File: config.mk
export PLATFORM = sky130hd
export DESIGN_NAME = psi_core
export DESIGN_NICKNAME = d
export VERILOG_FILES = /design/src/include/psi_pkg.sv /design/src/core/psi_core.sv
export SDC_FILE = /design/constraint.sdc
export NUM_CORES = 1
export LEC_CHECK = 0
export BUFFER_PORTS_ARGS = -buffer_cell sky130_fd_sc_hd__clkbuf_2
export CAP_MARGIN = 20
export CELL_PAD_IN_SITES_DETAIL_PLACEMENT = 0
export CELL_PAD_IN_SITES_GLOBAL_PLACEMENT = 1
export CORE_MARGIN = 2
export CORE_UTILIZATION = 23
export DETAILED_ROUTE_END_ITERATION = 10
export MAX_ROUTING_LAYER = met4
export PLACE_DENSITY_LB_ADDON = 0.25
export SYNTH_ARGS = -nofsm -noshare
export SYNTH_HDL_FRONTEND = slang
export SYNTH_SLANG_ARGS = --single-unit
File: constraint.sdc
create_clock -name pclk -period 8.25 [get_ports pclk]
set_clock_uncertainty 0.1 [all_clocks]
set_input_delay 1.65 -clock pclk [delete_from_list [all_inputs] [get_ports pclk]]
set_output_delay 1.65 -clock pclk [all_outputs]
set_load 0.03 [all_outputs]
File: src/include/psi_pkg.sv
package psi_pkg;
    // ----------------------------------------------------------------
    // register map (word aligned byte addresses)
    // ----------------------------------------------------------------
    localparam logic [7:0] A_CTRL = 8'h00;
    localparam logic [7:0] A_POS_WINDOW = 8'h04;
    localparam logic [7:0] A_DRAG_LIMIT = 8'h08;
    localparam logic [7:0] A_UMOT_MIN = 8'h0c;
    localparam logic [7:0] A_TEMP_LIMIT = 8'h10;
    localparam logic [7:0] A_STATUS = 8'h14;
    localparam logic [7:0] A_REPLY_ID = 8'h18;
    localparam logic [7:0] A_REPLY_VAL = 8'h1c;
    localparam logic [7:0] A_LIM_MAX = 8'h20;
    localparam logic [7:0] A_LIM_MIN = 8'h24;
    // control register fields and reset values
    localparam int C_PARAM_EN = 0;
    localparam int C_READJUST = 1;
    localparam int C_LOOP_FWD = 2;
    localparam logic [2:0] CTRL_RST = 3'h1;
    localparam logic [31:0] POS_WINDOW_RST = 32'h0000000a;
    localparam logic [31:0] DRAG_LIMIT_RST = 32'h00000064;
    localparam logic [15:0] UMOT_MIN_RST = 16'h4e20;
    localparam logic [15:0] TEMP_LIMIT_RST = 16'h0050;
    localparam logic [31:0] LIM_MAX_RST = 32'h7fffffff;
    localparam logic [31:0] LIM_MIN_RST = 32'h80000001;
    // ----------------------------------------------------------------
    // analog thresholds: supply in millivolts, temperature in degC
    // ----------------------------------------------------------------
    localparam logic [15:0] UMOT_MAX_MV = 16'h7530;
    localparam logic [15:0] TEMP_HYST = 16'h0005;
    // ----------------------------------------------------------------
    // status word bit positions and reset value
    // ----------------------------------------------------------------
    localparam int S_REACHED = 0;
    localparam int S_DRAG = 1;
    localparam int S_KEY_REV = 2;
    localparam int S_KEY_FWD = 3;
    localparam int S_POWER = 4;
    localparam int S_ABORT = 5;
    localparam int S_RUNNING = 6;
    localparam int S_OVERTEMP = 7;
    localparam int S_LOOP = 8;
    localparam int S_FATAL = 9;
    localparam int S_BLOCK = 10;
    localparam int S_DISPLACED = 11;
    localparam int S_BAD_TARGET = 12;
    localparam int S_NO_POWER = 13;
    localparam int S_LIM_POS = 14;
    localparam int S_LIM_NEG = 15;
    localparam logic [15:0] STATUS_RST = 16'h0100;
    localparam int ACK_BIT = 14;
    // image lengths in bytes
    localparam logic [4:0] IMG_FULL = 5'h10;
    localparam logic [4:0] IMG_SHORT = 5'h08;
    // ----------------------------------------------------------------
    // carriers; byte 0 of each image sits in the low bits
    // ----------------------------------------------------------------
    typedef struct packed {
        logic [31:0] param_value;
        logic [15:0] param_index;
        logic [15:0] param_identifier;
        logic [31:0] target;
        logic [15:0] unused;
        logic [15:0] control;
    } psi_out_img_s;
    typedef struct packed {
        logic [31:0] param_value;
        logic [15:0] param_index;
        logic [15:0] param_identifier;
        logic [31:0] actual_pos;
        logic [15:0] actual_speed;
        logic [15:0] status;
    } psi_in_img_s;
    typedef struct packed {
        logic run_start;
        logic run_manual;
        logic run_fwd;
        logic loop_len_zero;
        logic target_take;
        logic target_reached;
        logic loop_violation;
        logic running;
        logic braking;
        logic abort_release;
        logic abort_combo;
        logic abort_block;
        logic calc_fault;
        logic lim_hit_pos;
        logic lim_hit_neg;
        logic [15:0] speed;
        logic [31:0] actual_pos;
        logic [31:0] follow_err;
    } psi_mot_s;
endpackage

File: src/core/psi_core.sv
`timescale 1ns/1ns
// Function
// scanner image: control, target, parameter fields
// drive image: status, speed, position, reply
// no parameter channel shrinks images to eight
// reached set on commanded target arrival
// reached cleared by move, manual, invalid, turning
// readjusted shaft back in window sets reached
// drag error on excess following error
// jog key bits follow key inputs
// power bit while supply inside corridor
// abort bit on release loss or combination
// running bit follows shaft rotation
// overtemperature with five degree hysteresis
// loop bit set at reset and wrong-way runs
// fatal error sticky, blocks all runs
// block bit on overload abort
// displacement bit when turned at standstill
// bad target outside limits or loop range
// missing power at run start or during run
// missing power cleared by good start, acknowledge
// acknowledge on rising edge of control bit
// range limit bits for both limits
// status copied whole into image each cycle
module psi_core (
    // clock and reset
    input wire logic pclk,
    input wire logic presetn,
    // register bus
    input wire logic psel,
    input wire logic penable,
    input wire logic pwrite,
    input wire logic [7:0] paddr,
    input wire logic [31:0] pwdata,
    input wire logic [3:0] pstrb,
    output logic [31:0] prdata,
    output logic pready,
    output logic pslverr,
    // cyclic images
    input wire psi_pkg::psi_out_img_s out_img,
    output psi_pkg::psi_in_img_s in_img,
    output logic [4:0] img_len,
    // motion engine and sensors
    input wire psi_pkg::psi_mot_s mot,
    input wire logic key_rev,
    input wire logic key_fwd,
    input wire logic [15:0] supply_mv,
    input wire logic [15:0] temp_c,
    // commands toward the motion engine
    output psi_pkg::psi_out_img_s cmd,
    output logic run_permit
);
    // ----------------------------------------------------------------
    // helpers
    // ----------------------------------------------------------------
    function automatic logic [31:0] abs_diff(input logic [31:0] a, input logic [31:0] b);
        logic [31:0] d;
        d = a - b;
        abs_diff = d[31] ? (32'h0 - d) : d;
    endfunction

    function automatic logic outside(input logic [31:0] v, input logic [31:0] hi,
                                     input logic [31:0] lo);
        outside = ($signed(v) > $signed(hi)) || ($signed(v) < $signed(lo));
    endfunction

    // ----------------------------------------------------------------
    // registers
    // ----------------------------------------------------------------
    logic [2:0] ctrl;
    logic [31:0] pos_window;
    logic [31:0] drag_limit;
    logic [15:0] umot_min;
    logic [15:0] temp_limit;
    logic [31:0] reply_id;
    logic [31:0] reply_val;
    logic [31:0] lim_max;
    logic [31:0] lim_min;
    logic [15:0] status;
    logic [31:0] target_q;
    logic fin_ok;
    logic ack_prev;

    // ----------------------------------------------------------------
    // bus decode
    // ----------------------------------------------------------------
    wire logic wr = psel && penable && pwrite;
    wire logic hit_rw = (paddr == psi_pkg::A_CTRL) || (paddr == psi_pkg::A_POS_WINDOW)
                        || (paddr == psi_pkg::A_DRAG_LIMIT) || (paddr == psi_pkg::A_UMOT_MIN)
                        || (paddr == psi_pkg::A_TEMP_LIMIT) || (paddr == psi_pkg::A_REPLY_ID)
                        || (paddr == psi_pkg::A_REPLY_VAL) || (paddr == psi_pkg::A_LIM_MAX)
                        || (paddr == psi_pkg::A_LIM_MIN);
    wire logic hit = hit_rw || (paddr == psi_pkg::A_STATUS);
    wire logic [31:0] bmask = {{8{pstrb[3]}}, {8{pstrb[2]}}, {8{pstrb[1]}}, {8{pstrb[0]}}};
    // sixteen-bit registers keep only the low lanes of a merged word
    wire logic [31:0] umot_new = (umot_min & ~bmask[15:0]) | (pwdata[15:0] & bmask[15:0]);
    wire logic [31:0] temp_new = (temp_limit & ~bmask[15:0]) | (pwdata[15:0] & bmask[15:0]);

    function automatic logic [31:0] merge(input logic [31:0] old, input logic [31:0] nw,
                                          input logic [31:0] m);
        merge = (old & ~m) | (nw & m);
    endfunction

    // zero wait states; unmapped addresses answer with an error and zero data
    assign pready = 1'b1;
    assign pslverr = psel && penable && !hit;

    always_comb begin
        case (paddr)
            psi_pkg::A_CTRL: prdata = {29'h0, ctrl};
            psi_pkg::A_POS_WINDOW: prdata = pos_window;
            psi_pkg::A_DRAG_LIMIT: prdata = drag_limit;
            psi_pkg::A_UMOT_MIN: prdata = {16'h0, umot_min};
            psi_pkg::A_TEMP_LIMIT: prdata = {16'h0, temp_limit};
            psi_pkg::A_STATUS: prdata = {16'h0, status};
            psi_pkg::A_REPLY_ID: prdata = reply_id;
            psi_pkg::A_REPLY_VAL: prdata = reply_val;
            psi_pkg::A_LIM_MAX: prdata = lim_max;
            psi_pkg::A_LIM_MIN: prdata = lim_min;
            default: prdata = 32'h0;
        endcase
    end

    always_ff @(posedge pclk or negedge presetn) begin
        if (!presetn) begin
            ctrl <= psi_pkg::CTRL_RST;
            pos_window <= psi_pkg::POS_WINDOW_RST;
            drag_limit <= psi_pkg::DRAG_LIMIT_RST;
            umot_min <= psi_pkg::UMOT_MIN_RST;
            temp_limit <= psi_pkg::TEMP_LIMIT_RST;
            reply_id <= 32'h0;
            reply_val <= 32'h0;
            lim_max <= psi_pkg::LIM_MAX_RST;
            lim_min <= psi_pkg::LIM_MIN_RST;
        end else if (wr) begin
            case (paddr)
                psi_pkg::A_CTRL: ctrl <= pstrb[0] ? pwdata[2:0] : ctrl;
                psi_pkg::A_POS_WINDOW: pos_window <= merge(pos_window, pwdata, bmask);
                psi_pkg::A_DRAG_LIMIT: drag_limit <= merge(drag_limit, pwdata, bmask);
                psi_pkg::A_UMOT_MIN: umot_min <= umot_new[15:0];
                psi_pkg::A_TEMP_LIMIT: temp_limit <= temp_new[15:0];
                psi_pkg::A_REPLY_ID: reply_id <= merge(reply_id, pwdata, bmask);
                psi_pkg::A_REPLY_VAL: reply_val <= merge(reply_val, pwdata, bmask);
                psi_pkg::A_LIM_MAX: lim_max <= merge(lim_max, pwdata, bmask);
                psi_pkg::A_LIM_MIN: lim_min <= merge(lim_min, pwdata, bmask);
                default: ctrl <= ctrl;
            endcase
        end
    end

    // ----------------------------------------------------------------
    // event decode
    // ----------------------------------------------------------------
    wire logic param_en = ctrl[psi_pkg::C_PARAM_EN];
    wire logic ack = out_img.control[psi_pkg::ACK_BIT] && !ack_prev;
    // a run is refused outright while the fatal bit stands
    wire logic run_go = mot.run_start && !status[psi_pkg::S_FATAL];
    wire logic [31:0] pos_err = abs_diff(target_q, mot.actual_pos);
    wire logic [31:0] new_err = abs_diff(out_img.target, mot.actual_pos);
    wire logic supply_ok = (supply_mv > umot_min) && (supply_mv < psi_pkg::UMOT_MAX_MV);
    wire logic tgt_bad = mot.target_take && outside(out_img.target, lim_max, lim_min);
    // a run command ends the standstill, so it must not re-flag displacement
    wire logic turned = fin_ok && !mot.running && !run_go && (pos_err > pos_window);
    wire logic reached = mot.target_reached && !mot.run_manual;
    wire logic against = mot.run_fwd != ctrl[psi_pkg::C_LOOP_FWD];
    wire logic clr_common = run_go || ack;
    wire logic [15:0] temp_low = (temp_limit > psi_pkg::TEMP_HYST) ?
                                 (temp_limit - psi_pkg::TEMP_HYST) : 16'h0;

    logic [15:0] set_v;
    logic [15:0] clr_v;
    logic [15:0] next_status;

    always_comb begin
        set_v = 16'h0;
        clr_v = 16'h0;
        set_v[psi_pkg::S_REACHED] = reached
            || (status[psi_pkg::S_DISPLACED] && ctrl[psi_pkg::C_READJUST]
                && !mot.running && (pos_err <= pos_window));
        clr_v[psi_pkg::S_REACHED] = (mot.target_take && (new_err > pos_window))
            || (run_go && mot.run_manual) || tgt_bad || turned;
        set_v[psi_pkg::S_DRAG] = mot.running && !mot.braking
            && (mot.follow_err > drag_limit);
        clr_v[psi_pkg::S_DRAG] = clr_common;
        set_v[psi_pkg::S_ABORT] = mot.abort_release || mot.abort_combo;
        clr_v[psi_pkg::S_ABORT] = clr_common;
        set_v[psi_pkg::S_OVERTEMP] = temp_c > temp_limit;
        clr_v[psi_pkg::S_OVERTEMP] = temp_c <= temp_low;
        set_v[psi_pkg::S_LOOP] = run_go && (against || mot.loop_len_zero);
        clr_v[psi_pkg::S_LOOP] = reached && !against;
        set_v[psi_pkg::S_FATAL] = mot.calc_fault;
        set_v[psi_pkg::S_BLOCK] = mot.abort_block;
        clr_v[psi_pkg::S_BLOCK] = clr_common;
        set_v[psi_pkg::S_DISPLACED] = turned;
        clr_v[psi_pkg::S_DISPLACED] = clr_common;
        set_v[psi_pkg::S_BAD_TARGET] = tgt_bad || mot.loop_violation;
        clr_v[psi_pkg::S_BAD_TARGET] = clr_common;
        set_v[psi_pkg::S_NO_POWER] = (run_go || mot.running) && !supply_ok;
        clr_v[psi_pkg::S_NO_POWER] = (run_go && supply_ok) || ack;
        // a limit held right at the edge after a manual run stays flagged
        set_v[psi_pkg::S_LIM_POS] = mot.lim_hit_pos
            || ($signed(mot.actual_pos) > $signed(lim_max));
        clr_v[psi_pkg::S_LIM_POS] = $signed(mot.actual_pos) < $signed(lim_max);
        set_v[psi_pkg::S_LIM_NEG] = mot.lim_hit_neg
            || ($signed(mot.actual_pos) < $signed(lim_min));
        clr_v[psi_pkg::S_LIM_NEG] = $signed(mot.actual_pos) > $signed(lim_min);
        // set wins over clear so an event in the clearing cycle survives
        next_status = set_v | (status & ~clr_v);
        next_status[psi_pkg::S_KEY_REV] = key_rev;
        next_status[psi_pkg::S_KEY_FWD] = key_fwd;
        next_status[psi_pkg::S_POWER] = supply_ok;
        next_status[psi_pkg::S_RUNNING] = mot.running;
    end

    // ----------------------------------------------------------------
    // status, image and command flops
    // ----------------------------------------------------------------
    always_ff @(posedge pclk or negedge presetn) begin
        if (!presetn) begin
            status <= psi_pkg::STATUS_RST;
            target_q <= 32'h0;
            fin_ok <= 1'b0;
            ack_prev <= 1'b0;
        end else begin
            status <= next_status;
            ack_prev <= out_img.control[psi_pkg::ACK_BIT];
            target_q <= (mot.target_take && !tgt_bad) ? out_img.target : target_q;
            fin_ok <= reached || (fin_ok && !run_go);
        end
    end

    always_ff @(posedge pclk or negedge presetn) begin
        if (!presetn) begin
            in_img <= '0;
            cmd <= '0;
        end else begin
            in_img.status <= status;
            in_img.actual_speed <= mot.speed;
            in_img.actual_pos <= mot.actual_pos;
            in_img.param_identifier <= param_en ? reply_id[15:0] : 16'h0;
            in_img.param_index <= param_en ? reply_id[31:16] : 16'h0;
            in_img.param_value <= param_en ? reply_val : 32'h0;
            cmd.control <= out_img.control;
            cmd.unused <= 16'h0;
            cmd.target <= out_img.target;
            // parameter bytes beyond the short image are ignored
            cmd.param_identifier <= param_en ? out_img.param_identifier : 16'h0;
            cmd.param_index <= param_en ? out_img.param_index : 16'h0;
            cmd.param_value <= param_en ? out_img.param_value : 32'h0;
        end
    end

    assign img_len = param_en ? psi_pkg::IMG_FULL : psi_pkg::IMG_SHORT;
    assign run_permit = !status[psi_pkg::S_FATAL];
endmodule // psi_core

==> flow_summary.toml <==
[die]
fp.dieW_um = 370
ios = 602
fp.dieH_um = 370
core_area_um2 = 133000
initial_core_util = 0.231
dieArea_um2 = 137000
rows = 134

[logic_synthesis]
synthSimpleGateAreaFrac = 0.128
synth_compound_area_frac = 0.141
synth.area.mux_share = 0.0970
yosysSeqAreaShare = 0.421
yosys_warnings = 0
synth_top_family_by_area = "compound AO/OA/AOI/OAI gates"
netlist_area_um2 = 30800
ys_ff_latch = 516
yosysMostFrequentCell = "dfrtp_1"
synth_edf_count = 0
syn_inst = 2925
synth_xor_area_frac = 0.0330
ys_types = 88
async_reset_ff_frac = 1.00
synth_common_cells = "469 x dfrtp_1, 337 x ha_1, 262 x mux2_2, 218 x inv_1"
ys.flop_type = "dfrtp_1"
yosys.area.top_type = "dfrtp_1"
synth.area.top_cells = "dfrtp_1 38%, ha_1 14%, mux2_2 9.6%, dfstp_2 4.0%, and2_1 2.9%"
synth_fa_ha_area_frac = 0.138
netlist.area_leader.share = 0.381
avgSynthCellArea_um2 = 10.5

[clock_tree]
cts_max_level = 3
clk_latency_ps = 680
holdBufCountCts = 0
cts.path.max_buffers = 3
clkSinkCount = 516
postCtsResizedCells = 0
cts_tree = "done"
cts-root-buf = "clkbuf_16"
tritoncts.num_buffers = 69
path_clk_slew_ps = 60
cts_setup_buffers = 0

[timing]
tightest_slew_ps = 1070
min_period_ps = 7130
finalSetupViolations = 0
rsz0062_at_grt = "false"
hold_ws_ps = 315
drv_slew = 0
slew_headroom = 0.280
hold_viol = 0
setup_tns_ps = 0
min_period_over_period = 0.865
fmax_ghz = 0.140

[flow_run]
drv_cap = 0

[finish]
drive_gt1_frac = 0.303
layout.nets = 4193
layoutNonFillerInstCount = 5389
areaGrowthSynthToFinish_pct = 25.4
fill_cells = 14200

[routing]
drtAntennaViolNets = 0
drcViolationCount = 0
drt_first_iter_violations = 1540
dr.pass1.iters = 7
wl_per_cell_um = 23.9
finalWirelength_um = 129000
num_vias = 25100
avgViaCountPerCell = 4.66

[setup_path]
critPathMaxStageDelay_ps = 470
crit_fanout = 4
required_ps = 8760
endpoint_kind = "register"
path_class = "input pin to register"
crit_arrival_ps = 7640
worst_setup_path_start_kind = "input pin"
critPathSlowestCell = "a211oi_2"

[placement]
port-buffer-count = 565
numPlacedInstances = 5245
dp_hpwl_um = 103000
gp_congestion = 0.867

[power_and_ir_drop]
powerDensity_nw_per_um2 = 222
power.total_mw = 8.59
power_leakage_nw = 18.3
peakVddDrop_mv = 0.154

[worst_hold_path]
hp-class = "register to register"

[global_route]
grt_max_degree = 134
grt_pass1_wl_um = 183000
gr-total-overflow = 0
antenna_found_initial = 24
grt_usage = 0.190
first_global_vias = 25600

[run_status]
outcome = "finished, final reports clean"
placed cells by master (no fill, tap or decap), types with 75 or more instances in the layout:
cell type,n
nand2_1,143
a21oi_1,133
nand3_1,75
o21ai_0,98
inv_1,218
a21o_1,94
ha_1,337
and2_1,143
nor2_1,110
dfrtp_1,469
clkbuf_2,564
mux2_2,262
per-layer routing:
metal	share of wire	up-vias	GRT usage	routed length [um]
li1	-	11900	-	-
met4	0.027	0	0.0562	3410
met5	0	-	-	0
met1	0.44	12400	0.237	56200
met2	0.47	730	0.306	61000
met3	0.063	136	0.0419	8100
per-stage QoR:
step	util	setup WS (ps)	cell area, um2
finish	0.290	1120	38700
global placement	0.271	575	36100
floorplan	-	1700	30900
global route	0.290	753	38700
CTS	0.290	1220	38600
detailed placement	0.271	530	36100
final timing paths:
path                                              end        start  cells past startpoint  slack, ps
max                                         status[0]  out_img[32]                     27       1120
min                                         in_img[2]    status[2]                      0        320
max reg2reg                                 status[0]  target_q[0]                     21       2090
min reg2reg                                 in_img[2]    status[2]                      0        320
max in group asynchronous  asynchronous set/reset pin      presetn                      2       5840
min in group asynchronous                  in_img[54]      presetn                      1        890
cell type report:
type | instances | area (um2) | area share
Antenna cell | 16 | 40.0 | 0.00104
Clock buffer | 95 | 1960 | 0.0506
Clock inverter | 33 | 581 | 0.0150
Inverter | 218 | 818 | 0.0212
Multi-Input combinational cell | 2111 | 16700 | 0.432
Sequential cell | 516 | 13000 | 0.336
Tap cell | 1768 | 2210 | 0.0572
Timing Repair Buffer | 632 | 3400 | 0.0880
power by group:
part           switching (mW)  internal (mW)
sequential             0.0632           2.62
clock                    1.31           2.04
combinational            1.55           1.02
logic make-up after synthesis:
family          after synthesis
buf+inv                     316
xor+xnor                    116
fa+ha+maj                   339
mux                         266
compound gates              631
other cells                   2
simple gates                739
flops                       516
worst max-delay path: cells and delay by family:
kind / cells / cell delay [ps]
AO/OA/AOI/OAI: 14 / 3300
XOR/XNOR: 1 / 140
adder cells (fa/ha/maj): 3 / 870
buffers and inverters: 5 / 740
AND/OR/NAND/NOR: 4 / 940
(Power assumes the default switching activity.)
